`src/pkg/ldr_pkg.sv`:
```
// Constants, field layout and carrier types of the deserializing receiver control block.
package ldr_pkg;

  // Link word layout: eight lanes, eight sample slots per link clock period.
  localparam int LANES         = 8;
  localparam int SLOTS         = 8;
  localparam int LANE_DATA_W   = 6;
  localparam int WORD_W        = 48;
  localparam int FIFO_DEPTH    = 8;
  localparam int BAL_FLAG_SLOT = 6;
  localparam int MODE_SLOT     = 7;
  localparam int MODE_LANE     = 0;

  // Training frame shapes seen through the unshifted window.
  localparam logic [7:0] TRAIN_ON_TIME = 8'h02;
  localparam logic [7:0] TRAIN_EARLY   = 8'h01;

  // Clock rate and timing figures.
  localparam int CLK_PERIOD_NS   = 100;
  localparam int CLK_FREQ_MHZ    = 10;
  localparam int LOSS_TIMEOUT_NS = 2000;
  localparam int LOSS_CYC_I      = (LOSS_TIMEOUT_NS + CLK_PERIOD_NS - 1) / CLK_PERIOD_NS;
  localparam logic [7:0] LOSS_CYC = 8'(LOSS_CYC_I);
  localparam logic [2:0] LOCK_EDGES = 3'h4;
  localparam logic [7:0] MIN_PERIOD = 8'(SLOTS);

  // Automatic range changeover point, inside the 55 to 68 MHz band.
  localparam int RANGE_SHIFT_MHZ = 60;
  localparam int RANGE_SHIFT_I   = (CLK_FREQ_MHZ / RANGE_SHIFT_MHZ) < 1 ? 1 :
                                   (CLK_FREQ_MHZ / RANGE_SHIFT_MHZ);
  localparam logic [7:0] RANGE_SHIFT_CYC = 8'(RANGE_SHIFT_I);

  // Output strobe phase after a word is loaded.
  localparam logic [1:0] PH_IDLE = 2'h0;
  localparam logic [1:0] PH_LOAD = 2'h1;
  localparam logic [1:0] PH_HIGH = 2'h2;
  localparam logic [1:0] PH_LAST = 2'h3;

  typedef logic [WORD_W-1:0] ldr_word_t;
  typedef logic [LANES-1:0]  ldr_lane_t;

  // Status carried out of the receiver as one group.
  typedef struct packed {
    logic pll_locked;
    logic pll_high_range;
    logic dc_balanced;
    logic deskew_done;
    logic fifo_overrun;
  } ldr_status_s;

endpackage

```
`src/design/ldr_receiver.sv`:
```
// Deserializing receiver control: link sampling, lock, decode, buffering and output strobe.
`timescale 1ns/100ps

// Word buffer between the link decoder and the output stage.
module ldr_fifo #(
  parameter int W = 48,
  parameter int D = 8
) (
  input  wire logic         clk,
  input  wire logic         rst_b,
  input  wire logic         in_valid,
  output logic              in_ready,
  input  wire logic [W-1:0] in_data,
  output logic              out_valid,
  input  wire logic         out_ready,
  output logic [W-1:0]      out_data
);
  localparam int AW = $clog2(D);

  logic [W-1:0] mem_q [D];
  logic [AW:0]  wr_ptr_q;
  logic [AW:0]  rd_ptr_q;
  logic         full;
  logic         empty;

  // Full and empty from pointers that carry one wrap bit.
  assign full      = (wr_ptr_q[AW] != rd_ptr_q[AW]) && (wr_ptr_q[AW-1:0] == rd_ptr_q[AW-1:0]);
  assign empty     = (wr_ptr_q == rd_ptr_q);
  assign in_ready  = !full;
  assign out_valid = !empty;
  assign out_data  = mem_q[rd_ptr_q[AW-1:0]];

  // Write side.
  always_ff @(posedge clk) begin
    if (!rst_b) begin
      wr_ptr_q <= '0;
    end else if (in_valid && !full) begin
      mem_q[wr_ptr_q[AW-1:0]] <= in_data;
      wr_ptr_q                <= wr_ptr_q + 1'b1;
    end
  end

  // Read side.
  always_ff @(posedge clk) begin
    if (!rst_b) begin
      rd_ptr_q <= '0;
    end else if (out_ready && !empty) begin
      rd_ptr_q <= rd_ptr_q + 1'b1;
    end
  end
endmodule

// Receiver control top level.
module ldr_receiver (
  input  wire logic                 clk,
  input  wire logic                 rst_b,
  input  wire ldr_pkg::ldr_lane_t   serial_data_in_pos,
  input  wire ldr_pkg::ldr_lane_t   serial_data_in_neg,
  input  wire logic                 link_clock_in_pos,
  input  wire logic                 link_clock_in_neg,
  input  wire logic                 pll_range_select,
  input  wire logic                 skew_correct_enable,
  input  wire logic                 power_down_n,
  input  wire logic                 out_ready,
  output ldr_pkg::ldr_word_t        parallel_data_out,
  output logic                      recovered_strobe_clock,
  output logic                      out_valid,
  output ldr_pkg::ldr_status_s      rx_status
);
  import ldr_pkg::*;

  localparam int PIN_W = 2 * LANES + 5;

  logic [PIN_W-1:0]       pin_s1_q;
  logic [PIN_W-1:0]       pin_s2_q;
  ldr_lane_t              dat_p;
  ldr_lane_t              dat_n;
  ldr_lane_t              lane_bit;
  logic                   lclk;
  logic                   lclk_q;
  logic                   rise;
  logic                   pd_n;
  logic                   range_sel;
  logic                   skew_en;
  logic                   run_b;
  logic [7:0]             per_cnt_q;
  logic [7:0]             per_last_q;
  logic [2:0]             edge_cnt_q;
  logic                   locked;
  logic                   link_lost;
  logic                   period_ok;
  logic                   high_range_q;
  logic [3:0]             slot_q;
  logic [3:0]             cur_slot;
  logic [LANES-1:0][7:0]  raw_q;
  ldr_lane_t              last7_q;
  ldr_lane_t              skew_q;
  logic [LANES-1:0][7:0]  win;
  logic [LANES-1:0][7:0]  plain_win;
  logic                   train_all;
  logic                   frame_ok;
  logic                   balanced_q;
  logic                   deskew_done_q;
  logic                   push;
  logic                   push_ready;
  ldr_word_t              push_word;
  logic                   pop_valid;
  logic                   pop;
  ldr_word_t              pop_word;
  logic [1:0]             phase_q;
  logic                   overrun_q;

  // Resolves one differential pair; equal legs mean nobody drives it, read as high.
  function automatic logic pair_level(input logic p, input logic n);
    pair_level = (p != n) ? p : 1'b1;
  endfunction

  // Decodes the lane windows into one word; balanced lanes undo the inversion flag.
  function automatic ldr_word_t decode_word(input logic [LANES-1:0][7:0] w, input logic balance_encode_select);
    ldr_word_t word;
    word = '0;
    for (int l = 0; l < LANES; l++) begin
      word[l*LANE_DATA_W +: LANE_DATA_W] = w[l][LANE_DATA_W-1:0]
                                         ^ {LANE_DATA_W{balance_encode_select & w[l][BAL_FLAG_SLOT]}};
    end
    return word;
  endfunction

  // Two-stage synchronisers on every pin but clk, rst_b and out_ready; open controls reset to low.
  always_ff @(posedge clk) begin
    if (!rst_b) begin
      pin_s1_q <= '0;
      pin_s2_q <= '0;
    end else begin
      pin_s1_q <= {power_down_n, pll_range_select, skew_correct_enable,
                   link_clock_in_pos, link_clock_in_neg,
                   serial_data_in_pos, serial_data_in_neg};
      pin_s2_q <= pin_s1_q;
    end
  end

  // Splits the synchronised pins and resolves each pair.
  assign pd_n      = pin_s2_q[PIN_W-1];
  assign range_sel = pin_s2_q[PIN_W-2];
  assign skew_en   = pin_s2_q[PIN_W-3];
  assign dat_p     = pin_s2_q[2*LANES-1:LANES];
  assign dat_n     = pin_s2_q[LANES-1:0];
  assign lclk      = pair_level(pin_s2_q[2*LANES+1], pin_s2_q[2*LANES]);
  assign run_b     = rst_b & pd_n;

  // Undriven pairs read as high so a dead cable gives no link clock edges.
  always_comb begin
    for (int l = 0; l < LANES; l++) begin
      lane_bit[l] = pair_level(dat_p[l], dat_n[l]);
    end
  end

  // Link clock edge finder.
  always_ff @(posedge clk) begin
    if (!run_b) begin
      lclk_q <= 1'b1;
    end else begin
      lclk_q <= lclk;
    end
  end
  assign rise = lclk && !lclk_q;

  // Period measurement between link clock rising edges.
  always_ff @(posedge clk) begin
    if (!run_b) begin
      per_cnt_q  <= 8'h00;
      per_last_q <= 8'h00;
    end else if (rise) begin
      per_cnt_q  <= 8'h01;
      per_last_q <= per_cnt_q;
    end else if (per_cnt_q != 8'hFF) begin
      per_cnt_q <= per_cnt_q + 8'h01;
    end
  end

  // A period counts toward lock when long enough and close to the last one.
  assign period_ok = (per_cnt_q >= MIN_PERIOD) &&
                     ((per_cnt_q >= per_last_q) ? (per_cnt_q - per_last_q) <= 8'h01
                                                : (per_last_q - per_cnt_q) <= 8'h01);
  assign link_lost = (per_cnt_q >= LOSS_CYC);
  assign locked    = (edge_cnt_q == LOCK_EDGES);

  // Lock: several steady periods in a row; lost on a stalled or unsteady clock.
  always_ff @(posedge clk) begin
    if (!run_b || link_lost) begin
      edge_cnt_q <= 3'h0;
    end else if (rise) begin
      if (!period_ok) begin
        edge_cnt_q <= 3'h0;
      end else if (!locked) begin
        edge_cnt_q <= edge_cnt_q + 3'h1;
      end
    end
  end

  // Range choice is frozen once locked, so it settles during the lock interval.
  always_ff @(posedge clk) begin
    if (!run_b || !range_sel) begin
      high_range_q <= 1'b0;
    end else if (rise && !locked) begin
      high_range_q <= (per_cnt_q < RANGE_SHIFT_CYC);
    end
  end

  // Slot counter: the sample taken on a rising edge is slot zero.
  assign cur_slot = rise ? 4'h0 : slot_q;
  always_ff @(posedge clk) begin
    if (!run_b) begin
      slot_q <= 4'(SLOTS);
    end else if (cur_slot < 4'(SLOTS)) begin
      slot_q <= cur_slot + 4'h1;
    end
  end

  // Stores each lane sample into its slot; a rising edge also saves the old slot seven.
  always_ff @(posedge clk) begin
    if (!run_b) begin
      raw_q   <= '1;
      last7_q <= '1;
    end else begin
      for (int l = 0; l < LANES; l++) begin
        if (cur_slot < 4'(SLOTS)) begin
          raw_q[l][cur_slot[2:0]] <= lane_bit[l];
        end
        if (rise) begin
          last7_q[l] <= raw_q[l][SLOTS-1];
        end
      end
    end
  end

  // Lane windows: early lanes are read one slot earlier, reaching into the prior frame.
  always_comb begin
    train_all = 1'b1;
    for (int l = 0; l < LANES; l++) begin
      plain_win[l] = raw_q[l];
      win[l]       = skew_q[l] ? {raw_q[l][SLOTS-2:0], last7_q[l]} : raw_q[l];
      if ((plain_win[l] != TRAIN_ON_TIME) && (plain_win[l] != TRAIN_EARLY)) begin
        train_all = 1'b0;
      end
    end
  end

  // A finished frame is judged on the edge that starts the next one.
  assign frame_ok = rise && locked && period_ok;

  // Deskew: training frames set the lane delays, only with balanced coding.
  always_ff @(posedge clk) begin
    if (!run_b || !skew_en) begin
      skew_q        <= '0;
      deskew_done_q <= 1'b0;
    end else if (frame_ok && balanced_q && train_all) begin
      for (int l = 0; l < LANES; l++) begin
        skew_q[l] <= (plain_win[l] == TRAIN_EARLY);
      end
      deskew_done_q <= 1'b1;
    end
  end

  // Coding detection from the marker slot of every good data frame, one that is pushed.
  always_ff @(posedge clk) begin
    if (!run_b) begin
      balanced_q <= 1'b0;
    end else if (push) begin
      balanced_q <= win[MODE_LANE][MODE_SLOT];
    end
  end

  // Each good frame that is not training yields one word.
  // Training frames carry no data, so they never reach the buffer, with deskew on or off.
  assign push      = frame_ok && !train_all;
  assign push_word = decode_word(win, win[MODE_LANE][MODE_SLOT]);

  // A word that finds the buffer full is dropped and flagged.
  always_ff @(posedge clk) begin
    if (!run_b) begin
      overrun_q <= 1'b0;
    end else if (push && !push_ready) begin
      overrun_q <= 1'b1;
    end
  end

  ldr_fifo #(
    .W (WORD_W),
    .D (FIFO_DEPTH)
  ) u_fifo (
    .clk       (clk),
    .rst_b     (run_b),
    .in_valid  (push),
    .in_ready  (push_ready),
    .in_data   (push_word),
    .out_valid (pop_valid),
    .out_ready (pop),
    .out_data  (pop_word)
  );

  // Output stage pops only when idle and downstream is ready.
  assign pop = (phase_q == PH_IDLE) && out_ready && pd_n;

  // Strobe phase: load, then two high cycles, then one low cycle.
  always_ff @(posedge clk) begin
    if (!run_b) begin
      phase_q <= PH_IDLE;
    end else begin
      unique case (phase_q)
        PH_IDLE: begin
          if (pop && pop_valid) begin
            phase_q <= PH_LOAD;
          end
        end
        PH_LOAD: phase_q <= PH_HIGH;
        PH_HIGH: phase_q <= PH_LAST;
        PH_LAST: phase_q <= PH_IDLE;
      endcase
    end
  end

  // Output data holds its last word until a new one is popped or power-down clears it.
  always_ff @(posedge clk) begin
    if (!run_b) begin
      parallel_data_out <= '0;
      out_valid         <= 1'b0;
    end else if (pop && pop_valid) begin
      parallel_data_out <= pop_word;
      out_valid         <= 1'b1;
    end
  end

  // Strobe rises one cycle after the data changes and falls before the next change.
  always_ff @(posedge clk) begin
    if (!run_b) begin
      recovered_strobe_clock <= 1'b0;
    end else begin
      recovered_strobe_clock <= (phase_q == PH_LOAD) || (phase_q == PH_HIGH);
    end
  end

  // Status group.
  assign rx_status.pll_locked     = locked;
  assign rx_status.pll_high_range = high_range_q;
  assign rx_status.dc_balanced    = balanced_q;
  assign rx_status.deskew_done    = deskew_done_q;
  assign rx_status.fifo_overrun   = overrun_q;
endmodule

```
`config.mk`:
```
export PLATFORM = sky130hd
export DESIGN_NAME = ldr_receiver
export DESIGN_NICKNAME = d
export VERILOG_FILES = /design/src/pkg/ldr_pkg.sv /design/src/design/ldr_receiver.sv
export SDC_FILE = /design/constraint.sdc
export NUM_CORES = 1
export LEC_CHECK = 0
export BUFFER_PORTS_ARGS = -buffer_cell sky130_fd_sc_hd__buf_2
export CAP_MARGIN = 40
export CELL_PAD_IN_SITES_DETAIL_PLACEMENT = 1
export CELL_PAD_IN_SITES_GLOBAL_PLACEMENT = 2
export CORE_ASPECT_RATIO = 0.7
export CORE_MARGIN = 10
export CORE_UTILIZATION = 45
export CTS_BUF_LIST = sky130_fd_sc_hd__clkbuf_4 sky130_fd_sc_hd__clkbuf_8 sky130_fd_sc_hd__clkbuf_16
export DETAILED_ROUTE_END_ITERATION = 10
export PLACE_DENSITY = 0.83
export SLEW_MARGIN = 20
export SYNTH_ARGS = -nofsm -noshare
export SYNTH_HDL_FRONTEND = slang
export SYNTH_SLANG_ARGS = --single-unit
```
`constraint.sdc`:
```
create_clock -name clk -period 7.3 [get_ports clk]
set_clock_uncertainty 0.2 [all_clocks]
set_input_delay 1.095 -clock clk [delete_from_list [all_inputs] [get_ports clk]]
set_output_delay 1.095 -clock clk [all_outputs]
set_load 0.02 [all_outputs]
```
==> flow_summary.json, run 1 <==
{
  "worstPathCellList": "inv_1 -> ha_1 -> nor2b_1 -> o21a_1 -> or4_1 -> a221oi_1 -> nand3_1 -> nand2_1 -> nand4_1 -> nor2_4 -> buf_4",
  "cts_resized": 0,
  "p_leak_nw": 9.449,
  "power.internal_mw": 5.386,
  "groute.usage.overall_pct": 18.60,
  "synth_area_mm2": 0.02378,
  "crit-reg2reg-capture": "u_fifo.mem_q[5][0]",
  "cts_buffer_depth": 3,
  "cp_slowest_cell": "nor2_4",
  "routed_wl_um": 58130,
  "synth_edf_count": 384,
  "rows": 70,
  "critPathTopFamily": "simple AND/OR/NAND/NOR gates",
  "drc_errors": 0,
  "fin_setup_tns_ns": 0,
  "die-height_um": 212.3,
  "syn2layout_area_growth_pct": 14.57,
  "yosysUniqueCellTypes": 66,
  "rsz0062_at_grt": "no",
  "cp.arrival_ns": 5.09,
  "ios": 79,
  "dieArea_mm2": 0.06260,
  "placed_cell_area_mm2": 0.02506,
  "multiInputGateArea_mm2": 0.007610,
  "async_reset_ff_share_pct": 0,
  "finalHoldViolations": 0,
  "critPathRequiredTime_ns": 7.37,
  "reg2reg_setup_slack_ns": 2.27,
  "reg2reg_from": "per_cnt_q[1]",
  "cts-root-buf": "clkbuf_16",
  "pwr-share-comb_pct": 0.6,
  "cp_num_buf_inv": 2,
  "hpwl_um": 37780,
  "setup_violations": 0,
  "worstPathMaxFanout": 27,
  "maxSlewHeadroom_pct": 38.99,
  "clk_latency_ns": 0.62,
  "holdBufCountCts": 0,
  "reg2reg_depth": 11,
  "htreeDepth": 2,
  "cts_sinks": 594,
  "vias_per_cell": 5.623,
  "core_mm2": 0.05229,
  "hold_path_class": "register to register",
  "globalRouteOverflowTotal": 0,
  "stdcell_count": 2429,
  "post-cts-setup-buffer-count": 0,
  "start_kind": "register",
  "clk_transition_reported_paths_ns": 0.07,
  "drt_iter0_drc": 1125,
  "antenna_found_initial": 1,
  "vias": 13659,
  "nets": 1751,
  "gp_congestion": 0.8210,
  "crit_path_start": "per_cnt_q[1]",
  "dr.pass1.iters": 5,
  "period_needed_ns": 5.029,
  "max_freq_ghz": 0.1989,
  "status": "finished clean",
  "pwr-share-seq_pct": 53.0,
  "syn_inst": 1619,
  "power_mw": 6.685,
  "cts_tree": "built",
  "diodes": 0,
  "synth_fp_nets": 1672,
  "wl_per_cell_um": 23.93,
  "port-buffer-count": 78,
  "stdcell_area_mm2": 0.02725,
  "drv_slew": 0,
  "p_sw_share_pct": 19.43,
  "powerDensity_mw_per_mm2": 245.3,
  "vdd.ir_drop.worst_mv": 0.1743,
  "ant_nets": 0,
  "first_global_vias": 14401,
  "cts_buffers": 55,
  "place_inst": 2307,
  "crit_type": "register to register",
  "die_w_um": 294.8,
  "slowest_delay_ns": 0.79,
  "syn_avg_cell_area_um2": 14.69,
  "crit_path_end": "u_fifo.mem_q[5][0]",
  "regArea_mm2": 0.01575,
  "final_common_cell": "edfxtp_1",
  "yosys_register_bits": 594,
  "start_util_pct": 45.49,
  "grt_max_degree": 81,
  "layout_common_cells": "edfxtp_1, dfxtp_1, nand2_1, mux2i_1, nor2_1",
  "worst-path-stages": 11,
  "grt_pass1_wl_um": 89290,
  "pwr-share-clk_pct": 46.4,
  "p_sw_mw": 1.299,
  "post-route-util_pct": 52.12,
  "yosys_warnings": 0,
  "fin_crit_sh_pct": 68.89,
  "end_kind": "register",
  "worst_pin_slew_ns": 0.9087,
  "cap_violations": 0,
  "drive_above_1_share_pct": 19.71,
  "ys_seq_area_share_pct": 66.16,
  "ys.flop_type": "edfxtp_1",
  "nFillCells": 5002
}
## sequential cells by signal, summed over array words and instances (netlist names), 8 cells and up
| signal | cells |
|---|---|
| per_cnt_q | 8 |
| parallel_data_out | 48 |
| u_fifo.mem_q | 384 |
| pin_s2_q | 21 |
| last7_q | 8 |
| plain_win | 64 |
| pin_s1_q | 21 |
| skew_q | 8 |
| per_last_q | 8 |
## area by class of cell
| type | count | share of cell area [%] |
|---|---|---|
| timing repair buffer | 128 | 3.499 |
| tap | 684 | 3.141 |
| inverter | 23 | 0.3168 |
| sequential | 594 | 57.79 |
| multi-input combinational | 896 | 27.93 |
| clock buffer | 78 | 6.075 |
| clock inverter | 26 | 1.258 |
## cell families after synthesis
logic type      synth area share (%)
flops                          66.16
xor+xnor                       2.651
mux                            13.93
fa+ha+maj                      1.589
simple gates                   7.986
compound gates                 5.466
buf+inv                        2.220
## worst min path at each step
stage,startpoint,to,slack [ns],cells after the start
CTS,pin_s2_q[19],high_range_q,0.23,2
finish,pin_s2_q[19],high_range_q,0.22,2
detailed placement,pin_s2_q[19],high_range_q,0.21,2
global placement,pin_s2_q[19],high_range_q,0.20,2
floorplan,pin_s2_q[19],high_range_q,0.20,2
global route,pin_s1_q[17],pin_s2_q[17],0.25,1
## power by group through the flow
stage / clock (mW) / sequential [mW] / combinational [mW]
after floorplan: 0 / 3.62 / 0.0231
after global placement: 0 / 3.62 / 0.0360
after detailed placement: 0 / 3.62 / 0.0367
after CTS: 3.17 / 3.54 / 0.0371
after global routing: 3.30 / 3.54 / 0.0419
final: 3.10 / 3.54 / 0.0373
## per-stage QoR
stage	hold slack, ns	worst slack [ns]
2_1_floorplan	0.1975	0.8287
3_3_place_gp	0.2033	2.335
3_5_place_dp	0.2121	2.301
4_1_cts	0.2250	2.254
5_1_grt	0.2520	1.967
6_report	0.2212	2.271
## tightest hold or removal path, delay by kind of cell, from the launching register on
family,cells,cell delay (ns)
AND/OR/NAND/NOR,1,0.05
AO/OA/AOI/OAI,1,0.03
flip-flops,1,0.30
## routing by layer
metal / track usage (%) / wire length [um] / share of wire (%)
met2: 30.63 / 27710 / 48
met3: 2.689 / 2547 / 4.4
met5: 0 / 12 / 0.021
met4: 5.145 / 1177 / 2.0
met1: 25.51 / 26680 / 46
## cell usage after synthesis, drive strengths merged (7+ instances only)
master / n / area share (%)
xor2: 15 / 0.55
nand2: 133 / 2.1
a211oi: 51 / 1.6
nor2: 108 / 1.7
inv: 23 / 0.36
ha: 27 / 1.4
and2: 46 / 1.2
nor2b: 14 / 0.40
a21oi: 28 / 0.59
edfxtp: 384 / 48
o21ai: 32 / 0.67
o211ai: 50 / 1.6
xnor2: 57 / 2.1
mux4: 96 / 9.1
dfxtp: 210 / 18
nand3: 23 / 0.48
nand2b: 7 / 0.18
mux2i: 115 / 4.8
clkbuf: 76 / 1.2
nor3: 11 / 0.25
nand4: 11 / 0.29
buf: 30 / 0.66
nor4: 15 / 0.39
Note: power is estimated with default switching activity, not from simulation.
==> run 2: changes to the inputs <==
==> constraint.sdc (replaced) <==
create_clock -name clk -period 5.05 [get_ports clk]
set_clock_uncertainty 0.2 [all_clocks]
set_input_delay 0.7575 -clock clk [delete_from_list [all_inputs] [get_ports clk]]
set_output_delay 0.7575 -clock clk [all_outputs]
set_load 0.02 [all_outputs]
==> run 2 against run 1 <==
Via count up 0.92%. Worst setup slack worse by 1.6 ns. Register-to-register slack worse by 1.6 ns. Wire length up 0.17%. Hold slack worse by 0.077 ns. Flip-flop and latch count unchanged. Critical endpoint is now u_fifo.mem_q[4][42]. Highest routed layer is now met4.
==> flow_summary.json, run 2 (synthesized netlist as in run 1, its figures left out) <==
{
  "power.internal_mw": 7.656,
  "antenna_found_initial": 0,
  "rsz0062_at_grt": "no",
  "setup_violations": 0,
  "cp.arrival_ns": 4.41,
  "grt_max_degree": 100,
  "p_leak_nw": 9.400,
  "cap_violations": 0,
  "period_needed_ns": 4.335,
  "pwr-share-comb_pct": 0.6,
  "nets": 1750,
  "start_kind": "register",
  "core_mm2": 0.05229,
  "final_common_cell": "edfxtp_1",
  "dieArea_mm2": 0.06260,
  "ant_nets": 0,
  "clk_transition_reported_paths_ns": 0.06,
  "post-cts-setup-buffer-count": 0,
  "maxSlewHeadroom_pct": 38.38,
  "end_kind": "register",
  "worst_pin_slew_ns": 0.9243,
  "globalRouteOverflowTotal": 0,
  "cts_tree": "built",
  "largest_register_ffs": 384,
  "drv_slew": 0,
  "cts_buffer_depth": 3,
  "place_inst": 2305,
  "rows": 70,
  "holdWs_ns": 0.1447,
  "critPathRequiredTime_ns": 5.12,
  "status": "finished clean",
  "die_w_um": 294.8,
  "p_sw_share_pct": 19.47,
  "layout_setup_ws_ns": 0.7150,
  "port-buffer-count": 78,
  "clk_latency_ns": 0.62,
  "drive_above_1_share_pct": 19.84,
  "powerDensity_mw_per_mm2": 350.2,
  "cts_resized": 0,
  "diodes": 0,
  "vias_per_cell": 5.678,
  "start_util_pct": 45.49,
  "pre_cts_slack_ns": 0.7520,
  "pwr-share-clk_pct": 45.5,
  "groute.usage.overall_pct": 18.64,
  "grt_pass1_wl_um": 89470,
  "cts_buffers": 55,
  "cts_sinks": 594,
  "p_sw_mw": 1.851,
  "ios": 79,
  "power_mw": 9.507,
  "hpwl_um": 36810,
  "dr.pass1.iters": 6,
  "hold_path_class": "primary input to register",
  "finalHoldViolations": 0,
  "vdd.ir_drop.worst_mv": 0.2256,
  "crit_type": "register to register",
  "drc_errors": 0,
  "stdcell_count": 2428,
  "die-height_um": 212.3,
  "drt_iter0_drc": 1177,
  "fin_crit_sh_pct": 85.84,
  "pwr-share-seq_pct": 53.9,
  "placed_cell_area_mm2": 0.02510,
  "vias": 13785,
  "holdBufCountCts": 0,
  "gp_congestion": 0.8110,
  "routed_wl_um": 58230,
  "syn2layout_area_growth_pct": 14.16,
  "stdcell_area_mm2": 0.02715,
  "worstPathMaxFanout": 48,
  "first_global_vias": 14478,
  "max_freq_ghz": 0.2307,
  "htreeDepth": 2,
  "wl_per_cell_um": 23.98,
  "layout_common_cells": "edfxtp_1, dfxtp_1, nand2_1, mux2i_1, nor2_1",
  "cts-root-buf": "clkbuf_16"
}
[run 2: cell count changes in the layout (fill, tap and decap cells not counted), sizes merged]
cell | previous run | this run
clkinv | 14 | 19
buf | 115 | 111
bufinv | 7 | 6
clkinvlp | 4 | 3
[run 2: cell type report]
| cell class | instances | area (um^2) |
|---|---|---|
| Clock inverter | 29 | 310.3 |
| Timing Repair Buffer | 127 | 938.4 |
| Multi-Input combinational cell | 896 | 7627 |
| Fill cell | 5044 | 25140 |
| Clock buffer | 75 | 1587 |
| Tap cell | 684 | 855.8 |
| Sequential cell | 594 | 15750 |
| Inverter | 23 | 86.33 |
[run 2: stage by stage]
step / utilization [%] / setup TNS (ns)
5_1_grt: 51.93 / 0
2_1_floorplan: - / -80.26
6_report: 51.93 / 0
4_1_cts: 51.63 / 0
3_5_place_dp: 48.00 / 0
3_3_place_gp: 47.79 / 0
[run 2: final timing paths]
check / cells past startpoint / slack [ns] / from / to
max: 11 / 0.71 / per_cnt_q[1] / u_fifo.mem_q[4][42]
min: 2 / 0.14 / serial_data_in_neg[4] / pin_s1_q[4]
max reg2reg: 11 / 0.71 / per_cnt_q[1] / u_fifo.mem_q[4][42]
min reg2reg: 2 / 0.21 / pin_s2_q[19] / high_range_q
[run 2: layer usage]
metal	track usage [%]	part of all wire (%)
met1	26.26	47
met2	29.98	47
met3	2.814	4.5
met4	4.706	1.8
met5	0	0
[run 2: worst max-delay path, cell delays in order, from the launching register on]
cell      delay (ns)
dfxtp_1         0.44
inv_1           0.20
ha_1            0.37
nor2b_1         0.15
o21a_1          0.18
or4_1           0.48
a221oi_1        0.33
nand3_1         0.23
nand2_1         0.26
nand4_1         0.42
nor3_4          0.32
buf_12          0.36
[run 2: power groups by stage]
stage	sequential (mW)	clock (mW)	combinational [mW]
floorplan	5.23	0	0.0334
global placement	5.23	0	0.0533
detailed placement	5.23	0	0.0554
CTS	5.12	4.44	0.0559
global route	5.12	4.65	0.0616
finish	5.12	4.33	0.0550
